## config.mk

```make
export PLATFORM = sky130hd
export DESIGN_NAME = sls_status_regs
export DESIGN_NICKNAME = d
export VERILOG_FILES = /design/src/rtl/sls_pkg.sv /design/src/rtl/sls_status_regs.sv
export SDC_FILE = /design/constraint.sdc
export NUM_CORES = 1
export LEC_CHECK = 0
export BUFFER_PORTS_ARGS = -buffer_cell sky130_fd_sc_hd__clkbuf_2
export CORE_MARGIN = 3
export CORE_UTILIZATION = 53
export DETAILED_ROUTE_END_ITERATION = 16
export GPL_TIMING_DRIVEN = 0
export PLACE_DENSITY = 0.95
export SYNTH_ARGS = -nofsm -noshare
export SYNTH_HDL_FRONTEND = slang
export SYNTH_SLANG_ARGS = --single-unit
```

## constraint.sdc

```tcl
create_clock -name CLK_SYS -period 3.7 [get_ports CLK_SYS]
set_input_delay 0.74 -clock CLK_SYS [delete_from_list [all_inputs] [get_ports CLK_SYS]]
set_output_delay 0.74 -clock CLK_SYS [all_outputs]
set_load 0.005 [all_outputs]
```

## src/rtl/sls_pkg.sv

```systemverilog
package sls_pkg;
   localparam int ADDR_W = 4;
   localparam int DATA_W = 24;
   localparam int ADC_W = 10;
   localparam logic [3:0] OFS_LEVEL_LOWER = 4'h6;
   localparam logic [3:0] OFS_LEVEL_UPPER = 4'h7;
   localparam logic [3:0] OFS_SCAN_LOW = 4'h8;
   localparam logic [23:0] RESET_VALUE = 24'h000000;
   localparam int NUM_FLAG_INPUTS = 12;
   localparam int FIRST_CODE_INPUT = 18;
   localparam int NUM_CODE2_INPUTS = 5;
   localparam int TOP_INPUT = 23;
   localparam int CODE23_LSB = 10;
   localparam int FIRST_SENSE = 10;
   localparam int FIRST_DRIVE = 4;
   localparam int NUM_DRIVES = 6;
   localparam int NUM_SENSES = 4;
   localparam logic [2:0] CODE_BELOW_3A = 3'h0;
   localparam logic [2:0] CODE_3A_3B = 3'h1;
   localparam logic [2:0] CODE_3B_3C = 3'h2;
   localparam logic [2:0] CODE_3C_HIGH1 = 3'h3;
   localparam logic [2:0] CODE_HIGH1_HIGH2 = 3'h4;
   localparam logic [2:0] CODE_ABOVE_HIGH2 = 3'h5;
endpackage

```

## src/rtl/sls_status_regs.sv

```systemverilog
`timescale 1ns/10ps
// How it works
// inputs 0-11 in analog mode hold one flag at bit index, 1 when at or above threshold.
// all fields read-only and read zero after reset until a measurement lands.
// upper level register at offset 7h, reset zero, bits 23-13 read zero.
// input 23 three-bit code at bits 12-10: 0 below 3A, 5 at/above high2.
// input 23 codes 1..4 for bands 3A-3B, 3B-3C, 3C-high1, high1-high2.
// inputs 22..18 two-bit codes at bits 9-8, 7-6, 5-4, 3-2, 1-0.
// two-bit codes 0..3 by 3A, 3B, 3C; equality takes the higher code.
// multi-level fields follow an input only in analog mode; input 23 has five thresholds.
// matrix-scan register at offset 8h, reset zero, sense inputs 10-13.
// scan bit is 1 when sense above threshold with its drive grounded, else 0.
// scan bit index is (sense-10)*6 + (drive-4); bit 23 is sense 13 drive 9.
// lower level register with flags for inputs 0-11 at offset 6h, reset zero.
// reads have no side effect; values change only on a completed measurement or clear to zero while the input is out of analog mode.
module sls_status_regs #(
   parameter int ADC_W = sls_pkg::ADC_W
) (
   input wire logic CLK_SYS,
   input wire logic RESET,
   input wire logic [23:0] ANALOG_MODE,
   input wire logic [ADC_W*12-1:0] FLAG_THRESH,
   input wire logic [ADC_W-1:0] THRESH_3A,
   input wire logic [ADC_W-1:0] THRESH_3B,
   input wire logic [ADC_W-1:0] THRESH_3C,
   input wire logic [ADC_W-1:0] FIRST_HIGH_LIMIT,
   input wire logic [ADC_W-1:0] SECOND_HIGH_LIMIT,
   input wire logic MEAS_DONE,
   input wire logic [4:0] MEAS_INPUT,
   input wire logic [ADC_W-1:0] MEAS_LEVEL,
   input wire logic SCAN_DONE,
   input wire logic [1:0] SCAN_SENSE,
   input wire logic [2:0] SCAN_DRIVE,
   input wire logic [ADC_W-1:0] SCAN_LEVEL,
   input wire logic [ADC_W-1:0] SCAN_THRESH,
   input wire logic RD_EN,
   input wire logic [sls_pkg::ADDR_W-1:0] RD_ADDR,
   output logic [sls_pkg::DATA_W-1:0] RD_DATA,
   output logic RD_VALID
);

   logic [11:0] level_flag_r;
   logic [9:0] level_code_18_22_r;
   logic [2:0] level_code_input_23_r;
   logic [23:0] scan_r;
   logic [sls_pkg::DATA_W-1:0] rd_data_nxt;
   logic [ADC_W-1:0] flag_thresh_sel;
   logic [1:0] code2;
   logic [2:0] code23;
   logic [4:0] scan_idx;

   // three-threshold band, equality lands in the upper band
   function automatic logic [1:0] band3(input logic [ADC_W-1:0] lvl,
                                        input logic [ADC_W-1:0] a,
                                        input logic [ADC_W-1:0] b,
                                        input logic [ADC_W-1:0] c);
      logic [1:0] r;
      r = 2'h0;
      if (lvl >= c) begin
         r = 2'h3;
      end else if (lvl >= b) begin
         r = 2'h2;
      end else if (lvl >= a) begin
         r = 2'h1;
      end
      return r;
   endfunction

   always_comb begin
      flag_thresh_sel = '0;
      if (MEAS_INPUT < 5'(sls_pkg::NUM_FLAG_INPUTS)) begin
         flag_thresh_sel = FLAG_THRESH[MEAS_INPUT*ADC_W +: ADC_W];
      end
      code2 = band3(MEAS_LEVEL, THRESH_3A, THRESH_3B, THRESH_3C);
      // see R4
      if (MEAS_LEVEL >= SECOND_HIGH_LIMIT) begin
         code23 = sls_pkg::CODE_ABOVE_HIGH2;
      end else if (MEAS_LEVEL >= FIRST_HIGH_LIMIT) begin
         code23 = sls_pkg::CODE_HIGH1_HIGH2;
      end else begin
         code23 = {1'b0, code2};
      end

      scan_idx = 5'(SCAN_SENSE * 3'(sls_pkg::NUM_DRIVES)) + 5'(SCAN_DRIVE);
   end

   // single-threshold flags, inputs 0-11
   always_ff @(posedge CLK_SYS or posedge RESET) begin
      if (RESET) begin
         level_flag_r <= 12'h000;
      end else begin
         for (int i = 0; i < sls_pkg::NUM_FLAG_INPUTS; i++) begin
            if (!ANALOG_MODE[i]) begin
               level_flag_r[i] <= 1'b0;
            end else if (MEAS_DONE && MEAS_INPUT == 5'(i)) begin
               // at or above threshold counts as above
               level_flag_r[i] <= (MEAS_LEVEL >= flag_thresh_sel); // see R1
            end
         end
      end
   end

   // two-bit codes, inputs 18-22
   always_ff @(posedge CLK_SYS or posedge RESET) begin
      if (RESET) begin
         level_code_18_22_r <= 10'h000;
      end else begin
         for (int k = 0; k < sls_pkg::NUM_CODE2_INPUTS; k++) begin
            if (!ANALOG_MODE[sls_pkg::FIRST_CODE_INPUT + k]) begin
               level_code_18_22_r[2*k +: 2] <= 2'h0;
            end else if (MEAS_DONE && MEAS_INPUT == 5'(sls_pkg::FIRST_CODE_INPUT + k)) begin
               level_code_18_22_r[2*k +: 2] <= code2; // see R6
            end
         end
      end
   end

   // five-threshold code, input 23
   always_ff @(posedge CLK_SYS or posedge RESET) begin
      if (RESET) begin
         level_code_input_23_r <= 3'h0;
      end else if (!ANALOG_MODE[sls_pkg::TOP_INPUT]) begin
         level_code_input_23_r <= 3'h0;
      end else if (MEAS_DONE && MEAS_INPUT == 5'(sls_pkg::TOP_INPUT)) begin
         level_code_input_23_r <= code23; // see R4
      end
   end

   // matrix scan; out-of-range pairs ignored rather than aliasing
   always_ff @(posedge CLK_SYS or posedge RESET) begin
      if (RESET) begin
         scan_r <= sls_pkg::RESET_VALUE;
      end else if (SCAN_DONE && SCAN_DRIVE < 3'(sls_pkg::NUM_DRIVES)) begin
         scan_r[scan_idx] <= (SCAN_LEVEL > SCAN_THRESH); // see R10
      end
   end

   // read path only samples; nothing is cleared by a read
   always_comb begin
      rd_data_nxt = '0;
      if (RD_ADDR == sls_pkg::OFS_LEVEL_LOWER) begin
         rd_data_nxt = {12'h000, level_flag_r};
      end else if (RD_ADDR == sls_pkg::OFS_LEVEL_UPPER) begin
         rd_data_nxt = {11'h000, level_code_input_23_r, level_code_18_22_r};
      end else if (RD_ADDR == sls_pkg::OFS_SCAN_LOW) begin
         rd_data_nxt = scan_r;
      end
   end

   always_ff @(posedge CLK_SYS or posedge RESET) begin
      if (RESET) begin
         RD_DATA <= sls_pkg::RESET_VALUE;
         RD_VALID <= 1'b0;
      end else begin
         RD_VALID <= RD_EN;
         if (RD_EN) begin
            RD_DATA <= rd_data_nxt;
         end
      end
   end

endmodule

```

==> impl_metrics.env <==
export IMPL_outcome="finished clean"
export IMPL_dieHeight_um=114
export IMPL_dpl_worst_slack_ps=-438
export IMPL_floorplan_rows=38
export IMPL_start_util_pct=55.6
export IMPL_antenna_left=0
export IMPL_die_area_um2=13000
export IMPL_layout_cells_non_filler=1074
export IMPL_syn_num_nets=979
export IMPL_ys_warnings_count=0
export IMPL_grt_overflow_total=0
export IMPL_p_per_area_nw_per_um2=321
export IMPL_firstDrtPassIters=5
export IMPL_yosys_cell_types_count=48
export IMPL_cts_buffers=9
export IMPL_drt_iter0_markers=320
export IMPL_cp_required_ps=3920
export IMPL_setup_ws_ps=234
export IMPL_slew_headroom_pct=40.4
export IMPL_area_growth_pct=29.1
export IMPL_seq_area_frac_synth_pct=29.9
export IMPL_io_pins=268
export IMPL_holdCritPathClass="register to register"
export IMPL_drive_gt1_share_pct=36.9
export IMPL_cp_start_kind="input pin"
export IMPL_core_area_um2=11100
export IMPL_rsz0062_at_grt="false"
export IMPL_max_cap_viol_count=0
export IMPL_synth_edf_count=0
export IMPL_hold_viol_final=0
export IMPL_cp_arrival_ps=3680
export IMPL_utilization_pct=71.8
export IMPL_top_layer="met4"
export IMPL_antenna_found_initial=0
export IMPL_setup_violations=0
export IMPL_cts_tree="built"
export IMPL_crit_type="input pin to register"
export IMPL_portBuffers=257
export IMPL_endpoint_kind="register"
export IMPL_fin_crit_ps=3470
export IMPL_async_reset_ff_share_pct=100
export IMPL_grt_pass1_wl_mm=31.0
export IMPL_p_total_uw=2570
export IMPL_viasPerCell=5.76
export IMPL_synth_area_per_cell_um2=9.37
export IMPL_post_drt_wl_per_cell_um=18.3
export IMPL_grt_usage_pct=30.4
export IMPL_grt_max_degree=75
export IMPL_diodes=0
export IMPL_nFillCells=832
export IMPL_peakVddDrop_uv=245
export IMPL_cts_root_buf="clkbuf_16"
export IMPL_clockBufferDepth=2
export IMPL_die_x_um=114
export IMPL_mostFrequentLayoutCells="clkbuf_2, inv_1, dfrtp_1, nand2_1, ha_1"
export IMPL_crit_path_max_fanout=10
export IMPL_finClkSkew_ps=5.90
export IMPL_synthCells=661
export IMPL_holdBufCountCts=0
export IMPL_cts_sinks=74
export IMPL_power_leakage_uw=0.00415
export IMPL_maxSlewViolCount=0
export IMPL_place_inst=1058
export IMPL_met3_length_mm=1.68
export IMPL_final_period_utilization_pct=93.7
export IMPL_dp_hpwl_mm=16.5
export IMPL_max_freq_mhz=289
export IMPL_cts_reportedPaths_clkPinSlew_ps=60
export IMPL_ys_seq_elements=74
export IMPL_post_route_drc_count=0
export IMPL_routabilityCongestion=0.930
export IMPL_fin_hold_ws_ps=507
export IMPL_wl_met1_mm=7.64
export IMPL_insertion_delay_ps=340
export IMPL_tightest_slew_ps=894
export IMPL_fin_nets=1247
export IMPL_wirelength_mm=19.7
export IMPL_dr_wl_met2_mm=9.77
export IMPL_synthesis_area_um2=6190
export IMPL_final_common_cell="clkbuf_2"
export IMPL_htreeDepth=3
export IMPL_synth_ff_type="dfrtp_1"
export IMPL_vias=6188
export IMPL_grt_pass1_vias=6343
cell type report:
class	instances	area (um2)	share of cell area (%)
Sequential cell	74	1850	23.2
Clock buffer	10	239	2.99
Inverter	80	303	3.79
Tap cell	140	175	2.19
Timing Repair Buffer	257	1290	16.1
Buffer	26	123	1.53
Clock inverter	6	80.1	1.00
Multi-Input combinational cell	481	3930	49.2
power by group:
part | leakage (uW) | switching [uW] | total (uW) | internal [uW]
Sequential | 0.000997 | 52.9 | 954 | 901
Clock | 0.000162 | 326 | 929 | 603
Combinational | 0.00299 | 344 | 685 | 341
sequential cells by signal, summed over array words and instances, names as in the netlist:
| name | count |
|---|---|
| level_code_input_23_r | 3 |
| RD_VALID | 1 |
| scan_r | 24 |
| RD_DATA | 24 |
| level_flag_r | 12 |
| level_code_18_22_r | 10 |
cells in the mapped netlist (2+ instances only):
library cell | instances | area (um2)
o21ai_0 | 34 | 170
nand2_1 | 74 | 278
mux2_2 | 24 | 270
nand3_1 | 18 | 90.1
buf_2 | 7 | 35.0
a31oi_1 | 2 | 12.5
nor2_1 | 56 | 210
xor2_1 | 2 | 17.5
mux2i_1 | 13 | 130
or3_1 | 2 | 12.5
o21a_1 | 4 | 30.0
inv_1 | 80 | 300
and4_1 | 12 | 105
clkbuf_1 | 16 | 60.1
a21oi_1 | 31 | 155
nor4_1 | 2 | 12.5
ha_1 | 74 | 926
a2bb2oi_1 | 2 | 17.5
o211ai_1 | 2 | 15.0
a21o_1 | 5 | 37.5
dfrtp_1 | 74 | 1850
nand2b_1 | 20 | 125
nand4_1 | 5 | 31.3
xnor2_1 | 2 | 17.5
a211oi_1 | 11 | 82.6
buf_1 | 3 | 11.3
a32o_1 | 12 | 120
mux4_2 | 30 | 676
nor2b_1 | 7 | 43.8
nor3_1 | 6 | 30.0
a211o_1 | 3 | 26.3
a41oi_1 | 12 | 105
worst paths after layout:
path,from,endpoint,slack (ps),cells after the start
worst max-delay path,MEAS_INPUT[0],level_flag_r[5]$_DFFE_PP0P_,230,15
worst min-delay path,scan_r[23]$_DFFE_PP0P_,RD_DATA[23]$_DFFE_PP0P_,510,2
worst max register to register,level_code_18_22_r[7]$_DFFE_PP0P_,RD_DATA[7]$_DFFE_PP0P_,2690,4
worst min register to register,scan_r[23]$_DFFE_PP0P_,RD_DATA[23]$_DFFE_PP0P_,510,2
max in group asynchronous,RESET,level_flag_r[6]$_DFFE_PP0P_,2530,2
min in group asynchronous,RESET,RD_DATA[11]$_DFFE_PP0P_,600,2
kinds of logic (layout without fill, tap and decap cells):
family,after synthesis,in the layout,synth area share (%)
buffers and inverters,106,379,6.57
multiplexers,67,67,17.4
adder cells (fa/ha/maj),75,75,15.3
flip-flops,74,74,29.9
AO/OA/AOI/OAI,129,129,14.3
XOR/XNOR,4,4,0.566
AND/OR/NAND/NOR,206,206,16.0
layer usage:
metal / track usage, % / vias up
met5: 0 / -
met4: 10.9 / 0
met3: 8.62 / 63
met2: 53.2 / 280
met1: 35.7 / 2914
li1: - / 2931
timing repair:
action                     CTS  global route
resized for setup            1            11
buffers inserted             0             0
setup endpoints to repair   10            10
critical path, cell delays in order:
cell and delay [ps]:
clkbuf_4 200, buf_6 200, mux4_2 510, mux2i_1 140, nor2_1 50, a21oi_1 180, nor2_1 90, ha_1 280
nand2b_1 140, a21o_1 170, a21o_1 170, a21oi_1 130, o21ai_0 180, buf_2 260, a32o_1 230
metrics by stage:
stage          setup TNS (ps)  area [um2]
2_1_floorplan               0        6190
3_3_place_gp            -4060        7650
3_5_place_dp            -4560        7650
4_1_cts                     0        7980
5_1_grt                     0        7990
6_report                    0        7990
(Power assumes the default switching activity.)
